## config.mk

```make
export PLATFORM = sky130hd
export DESIGN_NAME = wei_irq_ctrl
export DESIGN_NICKNAME = d
export VERILOG_FILES = /design/src/wei_edge_det.v /design/src/wei_sticky_flags.v /design/src/wei_irq_ctrl.v
export VERILOG_INCLUDE_DIRS = /design/src
export SDC_FILE = /design/constraint.sdc
export NUM_CORES = 1
export LEC_CHECK = 0
export ABC_AREA = 1
export BUFFER_PORTS_ARGS = -buffer_cell sky130_fd_sc_hd__buf_4
export CAP_MARGIN = 20
export CORE_MARGIN = 4
export CORE_UTILIZATION = 50
export CTS_CLUSTER_DIAMETER = 100
export CTS_CLUSTER_SIZE = 24
export DETAILED_ROUTE_END_ITERATION = 16
export PLACE_DENSITY = 0.8
export SYNTH_ARGS = -nofsm -noshare
export SYNTH_HDL_FRONTEND = slang
export SYNTH_SLANG_ARGS = --single-unit
```

## constraint.sdc

```tcl
create_clock -name clock -period 1.3 [get_ports clock]
set_input_delay 0.26 -clock clock [delete_from_list [all_inputs] [get_ports clock]]
set_output_delay 0.26 -clock clock [all_outputs]
set_load 0.005 [all_outputs]
```

## src/wei_regs.vh

```
// Register offsets, field positions, reserved-bit masks and reset values of the wake/enable block
`ifndef WEI_REGS_VH
`define WEI_REGS_VH

// ****************************************************************
// Byte offsets on the register bus, one aligned word each
// ****************************************************************
`define WEI_OFS_EDGE_SEL   5'h00
`define WEI_OFS_ENABLE_ONE 5'h04
`define WEI_OFS_ENABLE_TWO 5'h08
`define WEI_OFS_FLAGS_ONE  5'h0C
`define WEI_OFS_FLAGS_TWO  5'h10
`define WEI_OFS_WAKE_FLAGS 5'h14
`define WEI_OFS_EVT_STATUS 5'h18
`define WEI_OFS_EVT_MASK   5'h1C

// ****************************************************************
// Field positions
// ****************************************************************
`define WEI_BIT_DT         7
`define WEI_BIT_RTC        6
`define WEI_BIT_WAKE_EN    5
`define WEI_BIT_TMR2       5
`define WEI_EVT_DT         7
`define WEI_EVT_RTC        6
`define WEI_EVT_WAKE       5
`define WEI_EVT_TMR2       4

// ****************************************************************
// Writable masks and bits that always read as one
// ****************************************************************
`define WEI_ESEL_WMASK     8'h3F
`define WEI_ESEL_ONES      8'hC0
`define WEI_EN1_WMASK      8'hEF
`define WEI_EN1_ONES       8'h10
`define WEI_EN2_WMASK      8'h20
`define WEI_EN2_ONES       8'h1F
`define WEI_RF1_WMASK      8'hCF
`define WEI_RF1_ONES       8'h30
`define WEI_RF2_WMASK      8'h20
`define WEI_RF2_ONES       8'h1F
`define WEI_WF_WMASK       8'h3F
`define WEI_WF_ONES        8'hC0
`define WEI_EVT_WMASK      8'hFF

// ****************************************************************
// Reset value of every stored bit
// ****************************************************************
`define WEI_RST_VAL        8'h00

`endif

```

## src/wei_edge_det.v

```verilog
// Pin synchroniser with per-pin rising or falling edge selection
`timescale 1ns/100ps
module wei_edge_det #(
    parameter W = 6
) (
    input  wire         clock,
    input  wire         arst_n,
    input  wire [W-1:0] pin,
    input  wire [W-1:0] rise_sel,
    output wire [W-1:0] edge_pulse
);
    reg  [W-1:0] sync1_r;
    reg  [W-1:0] sync2_r;
    reg  [W-1:0] prev_r;
    reg  [2:0]   arm_r;

    // Two-flop synchroniser, then one history stage; arm_r blocks a fake edge
    // until the history stage holds a real pin sample after reset
    always @(posedge clock or negedge arst_n)
    begin
        if (!arst_n)
        begin
            sync1_r <= {W{1'b0}};
            sync2_r <= {W{1'b0}};
            prev_r  <= {W{1'b0}};
            arm_r   <= 3'h0;
        end
        else
        begin
            sync1_r <= pin;
            sync2_r <= sync1_r;
            prev_r  <= sync2_r;
            arm_r   <= {arm_r[1:0], 1'b1};
        end
    end

    // Select 1 takes a low-to-high change, select 0 a high-to-low change
    assign edge_pulse = {W{arm_r[2]}} &
                        ((rise_sel & sync2_r & ~prev_r) | (~rise_sel & ~sync2_r & prev_r));
endmodule // wei_edge_det

```

## src/wei_sticky_flags.v

```verilog
// Bank of sticky flags where a hardware set always beats a clear
`timescale 1ns/100ps
module wei_sticky_flags #(
    parameter W = 8
) (
    input  wire         clock,
    input  wire         arst_n,
    input  wire [W-1:0] set,
    input  wire [W-1:0] clr,
    output wire [W-1:0] flags
);
    reg  [W-1:0] flags_r;
    wire [W-1:0] flags_nxt;

    // Clear first, then set, so an event that collides with a clear is kept
    assign flags_nxt = (flags_r & ~clr) | set;

    always @(posedge clock or negedge arst_n)
    begin
        if (!arst_n)
            flags_r <= {W{1'b0}};
        else
            flags_r <= flags_nxt;
    end

    assign flags = flags_r;
endmodule // wei_sticky_flags

```

## src/wei_irq_ctrl.v

```verilog
// Wake edge select, interrupt enables, request flags and Avalon-MM register access
//
// Functional notes
// RULE1 - Edge select bits 7,6 always read one
// RULE2 - Edge bits 5..0: 0 falling, 1 rising
// RULE3 - Wake pin 5 edge also drives converter trigger
// RULE4 - Enable-one bit 7 enables direct transition
// RULE5 - Enable-one bit 6 enables real-time counter
// RULE6 - Enable-one bit 5 common to six wake pins
// RULE7 - Enable-one bit 4 always reads one
// RULE8 - Enable-one bits 3..0 enable external pins
// RULE9 - Enable-two bit 5 enables second timer overflow
// RULE10 - Enable-two bits 7,6 zero, 4..0 one
// RULE11 - Software clears only while CPU masked
// RULE12 - Request colliding with clear is still taken
// RULE13 - External pin flag set on edge, cleared by 0
// RULE14 - Six wake flags share common wake enable
// RULE15 - Counter overflow sets flag, write 0 clears
// RULE16 - Second timer overflow sets flag, 0 clears
// RULE17 - Request presented while flag and enable set
//
// Decided for this implementation: the register addresses and the Avalon-MM slave port.
`timescale 1ns/100ps
`include "wei_regs.vh"
module wei_irq_ctrl (
    input  wire        clock,
    input  wire        arst_n,
    // Avalon-MM slave
    input  wire [4:0]  avs_address,
    input  wire        avs_read,
    input  wire        avs_write,
    input  wire [31:0] avs_writedata,
    input  wire [3:0]  avs_byteenable,
    output wire [31:0] avs_readdata,
    output wire        avs_waitrequest,
    // Pins and events
    input  wire [5:0]  wake_pins,
    input  wire [5:0]  wake_pin_irq_mode,
    input  wire [3:0]  ext_request_pins,
    input  wire [3:0]  ext_pin_irq_mode,
    input  wire [3:0]  ext_pin_rise_sel,
    input  wire        direct_transition_event,
    input  wire        rtc_overflow,
    input  wire        second_timer_overflow,
    // Requests towards the CPU and the converter trigger
    output wire        direct_transition_req,
    output wire        rtc_req,
    output wire        wake_req,
    output wire [3:0]  ext_pin_req,
    output wire        second_timer_req,
    output wire        converter_trigger_pulse,
    output wire        irq
);

    // ****************************************************************
    // Declarations
    // ****************************************************************
    reg  [7:0]  edge_sel_r;
    reg  [7:0]  enable_one_r;
    reg  [7:0]  enable_two_r;
    reg  [7:0]  evt_mask_r;
    reg  [31:0] readdata_r;
    reg  [7:0]  rd_nxt;
    reg         ack_r;
    reg         conv_trig_r;
    wire        req_any;
    wire        wr_go;
    wire        rd_go;
    wire        wr_lane0;
    wire [4:0]  word_ofs;
    wire [7:0]  wdata8;
    wire [5:0]  wake_edge;
    wire [3:0]  ext_edge;
    wire [7:0]  flags_one;
    wire [7:0]  flags_two;
    wire [7:0]  wake_flags;
    wire [7:0]  evt_status;
    wire [7:0]  flags_one_set;
    wire [7:0]  flags_two_set;
    wire [7:0]  wake_flags_set;
    wire [7:0]  evt_set;
    wire [7:0]  flags_one_clr;
    wire [7:0]  flags_two_clr;
    wire [7:0]  wake_flags_clr;
    wire [7:0]  evt_clr;

    // ****************************************************************
    // Helper functions
    // ****************************************************************

    // Read view: stored writable bits plus the bits that are fixed at one
    function [7:0] rd_view;
        input [7:0] val;
        input [7:0] wmask;
        input [7:0] ones;
        begin
            rd_view = (val & wmask) | ones;
        end
    endfunction

    // Write-zero-to-clear mask, limited to the flag bits of the register
    function [7:0] clr_mask;
        input       hit;
        input [7:0] wdata;
        input [7:0] wmask;
        begin
            clr_mask = hit ? (~wdata & wmask) : 8'h00;
        end
    endfunction

    // ****************************************************************
    // Avalon-MM handshake
    // ****************************************************************

    // Every access waits one cycle, then completes on the edge with waitrequest low
    assign req_any         = avs_read | avs_write;
    assign avs_waitrequest = req_any & ~ack_r;
    assign wr_go           = avs_write & ack_r;
    assign rd_go           = avs_read & ack_r;
    assign wr_lane0        = wr_go & avs_byteenable[0];
    assign word_ofs        = {avs_address[4:2], 2'b00};
    assign wdata8          = avs_writedata[7:0];

    always @(posedge clock or negedge arst_n)
    begin
        if (!arst_n)
            ack_r <= 1'b0;
        else
            ack_r <= req_any & ~ack_r;
    end

    // Read mux; all eight word offsets are mapped and address bits 1:0 are ignored, so no offset reaches the zero default
    always @*
    begin
        rd_nxt = 8'h00;
        case (word_ofs)
            `WEI_OFS_EDGE_SEL:   rd_nxt = rd_view(edge_sel_r, `WEI_ESEL_WMASK,
                                                  `WEI_ESEL_ONES);            // [RULE1]
            `WEI_OFS_ENABLE_ONE: rd_nxt = rd_view(enable_one_r, `WEI_EN1_WMASK,
                                                  `WEI_EN1_ONES);             // [RULE7]
            `WEI_OFS_ENABLE_TWO: rd_nxt = rd_view(enable_two_r, `WEI_EN2_WMASK,
                                                  `WEI_EN2_ONES);             // [RULE10]
            `WEI_OFS_FLAGS_ONE:  rd_nxt = rd_view(flags_one, `WEI_RF1_WMASK, `WEI_RF1_ONES);
            `WEI_OFS_FLAGS_TWO:  rd_nxt = rd_view(flags_two, `WEI_RF2_WMASK, `WEI_RF2_ONES);
            `WEI_OFS_WAKE_FLAGS: rd_nxt = rd_view(wake_flags, `WEI_WF_WMASK, `WEI_WF_ONES);
            `WEI_OFS_EVT_STATUS: rd_nxt = evt_status;
            `WEI_OFS_EVT_MASK:   rd_nxt = evt_mask_r;
            default:             rd_nxt = 8'h00;
        endcase
    end

    // Read data is captured in the waiting cycle and held through the answer
    always @(posedge clock or negedge arst_n)
    begin
        if (!arst_n)
            readdata_r <= 32'h0000_0000;
        else if (avs_read & ~ack_r)
            readdata_r <= {24'h00_0000, rd_nxt};
    end

    assign avs_readdata = readdata_r;

    // ****************************************************************
    // Control registers
    // ****************************************************************

    // Only writable bits are stored; fixed bits come from the read view
    always @(posedge clock or negedge arst_n)
    begin
        if (!arst_n)
        begin
            edge_sel_r   <= `WEI_RST_VAL;                                    // [RULE2]
            enable_one_r <= `WEI_RST_VAL;
            enable_two_r <= `WEI_RST_VAL;
            evt_mask_r   <= `WEI_RST_VAL;
        end
        else if (wr_lane0)
        begin
            if (word_ofs == `WEI_OFS_EDGE_SEL)
                edge_sel_r <= wdata8 & `WEI_ESEL_WMASK;                      // [RULE1]
            if (word_ofs == `WEI_OFS_ENABLE_ONE)
                enable_one_r <= wdata8 & `WEI_EN1_WMASK;                     // [RULE7]
            if (word_ofs == `WEI_OFS_ENABLE_TWO)
                enable_two_r <= wdata8 & `WEI_EN2_WMASK;                     // [RULE10]
            if (word_ofs == `WEI_OFS_EVT_MASK)
                evt_mask_r <= wdata8 & `WEI_EVT_WMASK;
        end
    end

    // ****************************************************************
    // Edge detection
    // ****************************************************************

    // Wake pins use the stored edge selects
    wei_edge_det #(
        .W          (6)
    ) u_wake_edge (
        .clock      (clock),
        .arst_n     (arst_n),
        .pin        (wake_pins),
        .rise_sel   (edge_sel_r[5:0]),                                       // [RULE2]
        .edge_pulse (wake_edge)
    );

    // External pins take their edge selects from the neighbouring control block
    wei_edge_det #(
        .W          (4)
    ) u_ext_edge (
        .clock      (clock),
        .arst_n     (arst_n),
        .pin        (ext_request_pins),
        .rise_sel   (ext_pin_rise_sel),
        .edge_pulse (ext_edge)
    );

    // Pin 5 is shared; the trigger follows the same edge even when not in interrupt mode
    always @(posedge clock or negedge arst_n)
    begin
        if (!arst_n)
            conv_trig_r <= 1'b0;
        else
            conv_trig_r <= wake_edge[5];                                     // [RULE3]
    end

    assign converter_trigger_pulse = conv_trig_r;

    // ****************************************************************
    // Request flags
    // ****************************************************************

    // Flag sets; a pin flag needs the pin to be in interrupt mode
    assign flags_one_set  = {direct_transition_event,
                             rtc_overflow,                                   // [RULE15]
                             2'b00,
                             ext_edge & ext_pin_irq_mode};                   // [RULE13]
    assign flags_two_set  = {2'b00, second_timer_overflow, 5'b0_0000};       // [RULE16]
    assign wake_flags_set = {2'b00, wake_edge & wake_pin_irq_mode};          // [RULE14]

    // Writing zero clears a flag; writing one leaves it
    assign flags_one_clr  = clr_mask(wr_lane0 & (word_ofs == `WEI_OFS_FLAGS_ONE),
                                     wdata8, `WEI_RF1_WMASK);                // [RULE13]
    assign flags_two_clr  = clr_mask(wr_lane0 & (word_ofs == `WEI_OFS_FLAGS_TWO),
                                     wdata8, `WEI_RF2_WMASK);                // [RULE16]
    assign wake_flags_clr = clr_mask(wr_lane0 & (word_ofs == `WEI_OFS_WAKE_FLAGS),
                                     wdata8, `WEI_WF_WMASK);

    // Set beats clear, so an unmasked clear never loses a colliding request
    wei_sticky_flags #(
        .W     (8)
    ) u_flags_one (
        .clock (clock),
        .arst_n(arst_n),
        .set   (flags_one_set),                                              // [RULE12]
        .clr   (flags_one_clr),
        .flags (flags_one)
    );

    wei_sticky_flags #(
        .W     (8)
    ) u_flags_two (
        .clock (clock),
        .arst_n(arst_n),
        .set   (flags_two_set),                                              // [RULE12]
        .clr   (flags_two_clr),
        .flags (flags_two)
    );

    wei_sticky_flags #(
        .W     (8)
    ) u_wake_flags (
        .clock (clock),
        .arst_n(arst_n),
        .set   (wake_flags_set),                                             // [RULE12]
        .clr   (wake_flags_clr),
        .flags (wake_flags)
    );

    // ****************************************************************
    // Requests to the CPU
    // ****************************************************************

    // Straight AND of flag and enable flops, so a clear withdraws at the next edge
    assign direct_transition_req = flags_one[`WEI_BIT_DT] &
                                   enable_one_r[`WEI_BIT_DT];                // [RULE4] [RULE17]
    assign rtc_req               = flags_one[`WEI_BIT_RTC] &
                                   enable_one_r[`WEI_BIT_RTC];               // [RULE5] [RULE17]
    assign wake_req              = (|wake_flags[5:0]) &
                                   enable_one_r[`WEI_BIT_WAKE_EN];           // [RULE6] [RULE14]
    assign ext_pin_req           = flags_one[3:0] & enable_one_r[3:0];       // [RULE8] [RULE17]
    assign second_timer_req      = flags_two[`WEI_BIT_TMR2] &
                                   enable_two_r[`WEI_BIT_TMR2];              // [RULE9] [RULE17]

    // ****************************************************************
    // Event status, mask and interrupt line
    // ****************************************************************

    // Any flag set also lands in the event status
    assign evt_set = {flags_one_set[`WEI_BIT_DT],
                      flags_one_set[`WEI_BIT_RTC],
                      |wake_flags_set,
                      second_timer_overflow,
                      flags_one_set[3:0]};

    // Clearing only the bits captured by this read keeps later events
    assign evt_clr = (rd_go & (word_ofs == `WEI_OFS_EVT_STATUS)) ? readdata_r[7:0] : 8'h00;

    wei_sticky_flags #(
        .W     (8)
    ) u_evt_status (
        .clock (clock),
        .arst_n(arst_n),
        .set   (evt_set),
        .clr   (evt_clr),
        .flags (evt_status)
    );

    assign irq = |(evt_status & evt_mask_r);

endmodule // wei_irq_ctrl

```

# [Yosys cells after proc, flatten, opt, wreduce, memory -nomap -nowiden]
# Index checks and enable logic that the tools add are counted.
[word_totals] reg_bits=100 inputBits=72 output_inout_bits=43
[op_classes] eq_ne=7 mux=5 bitwise=50 n_reduce_logical=8
[op_table] operator="8-bit case mux with 8 select lines" n=1
[op_table] operator="8-bit AND" n=5
[op_table] operator="6-bit AND" n=6
[op_table] operator="4-bit AND" n=7
[op_table] operator="8-bit inverter" n=3
[op_table] operator="6-bit inverter" n=3
[op_table] operator="8-bit two-way mux" n=2
[op_table] operator="6-bit inverter with 8-bit output" n=2
[op_table] operator="8-bit by 6-bit OR with 8-bit output" n=2
[op_table] operator="8-bit OR" n=2
[op_table] operator="1-bit AND" n=13
[op_table] operator="3-bit equality test (second input constant)" n=4
[op_table] operator="6-bit two-way mux" n=2
[op_table] operator="4-bit inverter" n=3
[op_table] operator="6-bit OR reduction" n=2
[op_table] operator="2-bit AND reduction" n=4
[op_table] operator="8-bit OR reduction" n=1
[op_table] operator="3-bit by 2-bit equality test with 1-bit output (second input constant)" n=2
[op_table] operator="6-bit OR" n=1
[op_table] operator="5-bit logical NOT" n=1
[op_table] operator="4-bit OR" n=1
[op_table] operator="3-bit by 1-bit equality test with 1-bit output (second input constant)" n=1
[op_table] operator="1-bit inverter" n=1
[op_table] operator="1-bit OR" n=1

# [Logic depth before layout (Yosys ltp)]
[depth] ltp_word=8 ltp_mapped=9 mapped_depth_nobuf=8

# [Modules after synthesis]
# A second synthesis with hierarchy kept.
[hier_totals] hier_cells=616 area_unflattened_um2=4865.9
[by_module_without_submodules] mod="wei_irq_ctrl" instances=1 cells_each=338 area_per_inst_um2=2376.0 seq_area_each_um2=800.8
[by_module_without_submodules] mod="wei_sticky_flags" instances=4 cells_each=40 area_per_inst_um2=320.3 seq_area_each_um2=200.2
[by_module_without_submodules] mod="wei_edge_det at u_wake_edge" instances=1 cells_each=70 area_per_inst_um2=709.4 seq_area_each_um2=525.5
[by_module_without_submodules] mod="wei_edge_det at u_ext_edge" instances=1 cells_each=48 area_per_inst_um2=499.2 seq_area_each_um2=375.4

# [Worst setup path after synthesis]
# Ideal clock, no wire load.
[synth_timing] kind="register to register" from="register ack_r" to="register readdata_r[4], in the netlist avs_readdata[4]" setup_time_ps=117 arrival_ps=986 required_time_ps=1183 path_slack_ps=197 stages_incl_launch_ff=6 n_path_buf=1 cell_sequence="dfrtp_1 -> nor2_1 -> buf_2 -> nand3_1 -> nor2_1 -> nor2_1"
[synth_between] elab_chain_len=2
[synth_rtl] element="from (decl)" line_no="wei_irq_ctrl.v:64" text="reg ack_r;"
[synth_rtl] element="from (signal assigned)" line_no="wei_irq_ctrl.v:129" text="ack_r <= req_any & ~ack_r;"
[synth_rtl] element="1-bit inverter" line_no="wei_irq_ctrl.v:157" text="else if (avs_read & ~ack_r)"
[synth_rtl] element="1-bit AND" line_no="wei_irq_ctrl.v:157"
[synth_rtl] element="to (signal assigned)" line_no="wei_irq_ctrl.v:158" text="readdata_r <= {24'h00_0000, rd_nxt};"
[synth_rtl] element="to (decl)" line_no="wei_irq_ctrl.v:62" text="reg [31:0] readdata_r;"
# Every way passes these cells.
# A chain may end at the register's enable or synchronous reset.

# [Final worst setup path]
[layout_timing] from="register u_wake_flags.flags_r[3], in the netlist u_wake_flags.flags[3]" to="output port wake_req"
[layout_between] elab_chain_len=2
[layout_rtl] element="from (decl)" line_no="wei_sticky_flags.v:12" text="reg [W-1:0] flags_r;"
[layout_rtl] element="from (signal assigned)" line_no="wei_sticky_flags.v:21" text="flags_r <= {W{1'b0}};"
[layout_rtl] element="from (signal assigned)" line_no="wei_sticky_flags.v:23" text="flags_r <= flags_nxt;"
[layout_rtl] element="6-bit OR reduction" line_no="wei_irq_ctrl.v:287" text="assign wake_req = (|wake_flags[5:0]) &"
[layout_rtl] element="1-bit AND" line_no="wei_irq_ctrl.v:287"
[layout_rtl] element="to (decl)" line_no="wei_irq_ctrl.v:48" text="output wire wake_req,"
# Every way passes these cells.

==> impl_metrics.csv <==
group,metric,value,unit
placement,post-dp-hpwl,7.43,mm
sta,max_clock_freq,616,MHz
finish,areaGrowthSynthToFinish,37.2,%
flow_run,cap_violations,0,
cts,worstSkewPairLatency,0.35,ns
power_and_ir_drop,internal_power,4.90,mW
route,ant_nets,0,
sta,final_count_of_pins_violating_max_slew,0,
grt,antenna_found_initial,0,
cts,cts_made_buffers,9,
grt,grt_start_max_net_pins,31,
yosys,synth-edff-count,0,
placement,port_buffers,61,
sta,rsz_0062_raised_after_global_routing,"yes",
critical_path,slowest_stage,"sky130_fd_sc_hd__dfrtp_1",
finish,finish.utilization,70.3,%
floorplan,design.die.area,9370,µm²
cts,cts_buffer_depth,2,
cts,cts_root_buf,"sky130_fd_sc_hd__clkbuf_8",
yosys,ys_async_sr_fraction,100,%
worst_hold_path,hold-path-cell-count,3,
yosys,synth_top_cells_by_area,"sky130_fd_sc_hd__dfrtp_1 (55%), sky130_fd_sc_hd__nand2_1 (12%), sky130_fd_sc_hd__buf_4 (5.0%)",
route,drt_pre_antenna_iters,4,
sta,finalCritPeriodShare,125,%
power_and_ir_drop,power.switching,1.93,mW
sta,timing_hold_violations_final,0,
yosys,synth_area_per_cell,8.94,µm²
power_and_ir_drop,switching_share,28.3,%
grt,track_usage,22.4,%
run_status,violated_checks,"setup timing",
cts,numClockSinks,86,
power_and_ir_drop,seq_power_share,47.4,%
yosys,synth-seq-area-share,54.6,%
critical_path,start_kind,"flop",
sta,timing.final.setup_violations,5,
placement,standard_cell_area_after_detailed_placement,4810,µm²
critical_path,crit_path_cell_trace,"nor4_2, nand2_1, nand2_1, inv_1, buf_6",
critical_path,rr_worst_depth,6,
power_and_ir_drop,pwr_density_cell,1260,nW/µm²
critical_path,type_of_element_capturing_the_critical_path,"output pin",
floorplan,die_h,96.8,µm
cts,tritoncts,"done",
power_and_ir_drop,pwr-share-clk,30.3,%
worst_hold_path,worst_hold_startpoint,"direct_transition_event",
route,detailedRoute.firstIterationViolations,190,
floorplan,core_area,7690,µm²
finish,fill_cells,582,
finish,stdcell_area,5410,µm²
sta,clock_skews,0.0103,ns
sta,final_critical_path_setup_slack,-0.324,ns
yosys,netlist_top_cells_count,"sky130_fd_sc_hd__nand2_1 (123), sky130_fd_sc_hd__dfrtp_1 (86), sky130_fd_sc_hd__inv_1 (36), sky130_fd_sc_hd__nor2_1 (30), sky130_fd_sc_hd__buf_4 (26)",
route,dr_total_vias,3386,
critical_path,crit_top_cell,"sky130_fd_sc_hd__nand2_1",
critical_path,crit_fanout,2,
yosys,netlist-cell-type-count,29,
grt,gr-total-overflow,0,
power_and_ir_drop,max-vdd-ir-drop,0.923,mV
sta,period_minus_slack,1.62,ns
critical_path,capture_instance_of_the_worst_register_to_register_path,"u_wake_flags.flags[0]$_DFF_PN0_",
yosys,synth_area_leader_cell,"sky130_fd_sc_hd__dfrtp_1",
yosys,yosys_most_used_dff,"sky130_fd_sc_hd__dfrtp_1",
yosys,synth_area,3940,µm²
critical_path,timing.critical_path.required,1.04,ns
critical_path,timing_worst_setup_path_type,"reg2out",
critical_path,cpPeakStageDelay,0.40,ns
run_status,run_status,"complete, but fails checks",
sta,final.hold.worst_slack,0.106,ns
worst_hold_path,min_delay_worst_endpoint,"u_evt_status.flags[7]$_DFF_PN0_",
route,routed_wire_length_per_instance,15.0,µm
route,detail_route.drc_violations,0,
critical_path,rrSetupSlack,-0.01,ns
power_and_ir_drop,combinational_group_share_of_total_power,22.3,%
yosys,synthesis.instances,441,
floorplan,die_width,96.8,µm
grt,grt_first_pass_wirelength,16.6,mm
sta,finalSetupTns,-0.665,ns
critical_path,regToRegStartpoint,"ack_r$_DFF_PN0_",
route,detail_route.vias_per_cell,4.94,
placement,place.gp.congestion,0.912,
yosys,yosysMostFrequentCell,"sky130_fd_sc_hd__nand2_1",
floorplan,start_util,51.3,%
power_and_ir_drop,power.leakage,2.72,nW
route,postRouteWirelength,10.3,mm
finish,layout-drive-gt1-share,32.8,%
yosys,ys_ff_latch,86,
worst_hold_path,hp-class,"in2reg",
floorplan,boundaryPins,115,
floorplan,placement_rows,32,
finish,design.final.nets,650,
yosys,yosysTopAreaCellShare,54.6,%
finish,antenna-diode-count,0,
cts,cts.htree.levels,3,
grt,grt_pass1_vias,3417,
yosys,yosys_warnings,0,
critical_path,cp.arrival,1.36,ns
cts,clkSlewWorstSetupHoldPaths,0.09,ns
==> cell usage in the layout (no fill, tap or decap), types with 16 or more instances in the layout <==
cell type and count:
sky130_fd_sc_hd__inv_1 34, sky130_fd_sc_hd__nand2_1 119, sky130_fd_sc_hd__dfrtp_1 86, sky130_fd_sc_hd__nor2_1 27, sky130_fd_sc_hd__o21ai_1 18, sky130_fd_sc_hd__nand4_1 21
sky130_fd_sc_hd__o21ai_2 16, sky130_fd_sc_hd__buf_4 107, sky130_fd_sc_hd__conb_1 25
==> logic make-up (layout without fill, tap and decap cells) <==
kind of cell / Yosys count / count (layout) / share of synthesized area (%)
and+or+nand+nor: 209 / 209 / 24.3
buffers and inverters: 78 / 197 / 10.7
other: 2 / 25 / 0.190
AOI/OAI and AO/OA: 66 / 66 / 10.2
DFF: 86 / 86 / 54.6
==> timing repair <==
| action | in CTS | in global routing |
|---|---|---|
| setup buffers | 7 | 12 |
| hold buffers | 11 | 0 |
| pin swaps | 7 | 7 |
| setup endpoints to repair | 7 | 39 |
| hold endpoints to repair | 36 | 0 |
| gates resized for setup | 11 | 21 |
==> power groups by stage <==
stage	Sequential [mW]	Combinational, mW	Clock, mW
global placement	3.27	1.22	0
floorplan	3.22	0.653	0
finish	3.24	1.53	2.07
global route	3.28	1.70	2.25
CTS	3.23	1.39	2.11
detailed placement	3.29	1.26	0
==> metal layers <==
metal / wire (µm) / global-route usage (%) / vias up
met5: 0 / 0 / -
li1: - / - / 1658
met3: 676 / 4.97 / 23
met4: 273 / 9.29 / 0
met2: 5170 / 38.1 / 126
met1: 4150 / 27.7 / 1579
==> per-stage QoR <==
stage / setup slack (ns) / std cells / total power [mW]
2_1_floorplan: 0.197 / 464 / 3.88
3_3_place_gp: -0.00458 / 639 / 4.49
3_5_place_dp: -0.0700 / 639 / 4.55
4_1_cts: -0.329 / 673 / 6.72
5_1_grt: -0.412 / 685 / 7.22
6_report: -0.324 / 685 / 6.83
==> worst max-delay path: cells and delay by family (launching register included) <==
| kind | cells | cell delay (ns) |
|---|---|---|
| simple gates | 3 | 0.47 |
| flops | 1 | 0.40 |
| buf+inv | 2 | 0.15 |
==> registers in the layout, summed over array words and instances, names as in the netlist, 6 cells and up <==
register             flops
u_evt_status.flags       8
u_wake_flags.flags       6
u_flags_one.flags        6
u_wake_edge.prev_r       6
enable_one_r             7
evt_mask_r               8
edge_sel_r               6
u_wake_edge.sync2_r      6
u_wake_edge.sync1_r      6
avs_readdata             8
==> worst max-delay path by stage <==
stage                                     from                          end  slack [ns]  depth (start not counted)
3_3_place_gp                    avs_address[4]  enable_one_r[1]$_DFFE_PN0P_      -0.005                          7
5_1_grt        u_wake_flags.flags[3]$_DFF_PN0_                     wake_req       -0.41                          5
4_1_cts        u_wake_flags.flags[3]$_DFF_PN0_                     wake_req       -0.33                          5
3_5_place_dp                    avs_address[4]  enable_one_r[1]$_DFFE_PN0P_       -0.07                          7
2_1_floorplan                  ack_r$_DFF_PN0_  avs_readdata[4]$_DFFE_PN0P_        0.20                          5
6_report       u_wake_flags.flags[3]$_DFF_PN0_                     wake_req       -0.32                          5
==> final cells by class <==
class | count | area [µm²] | area share (%)
clock inverter | 6 | 92.6 | 1.71
inverter | 44 | 173 | 3.19
timing repair buffer | 137 | 1210 | 22.3
multi-input combinational | 300 | 1530 | 28.3
sequential | 86 | 2150 | 39.8
tap | 102 | 128 | 2.36
clock buffer | 10 | 128 | 2.36
(Power assumes the default switching activity.)
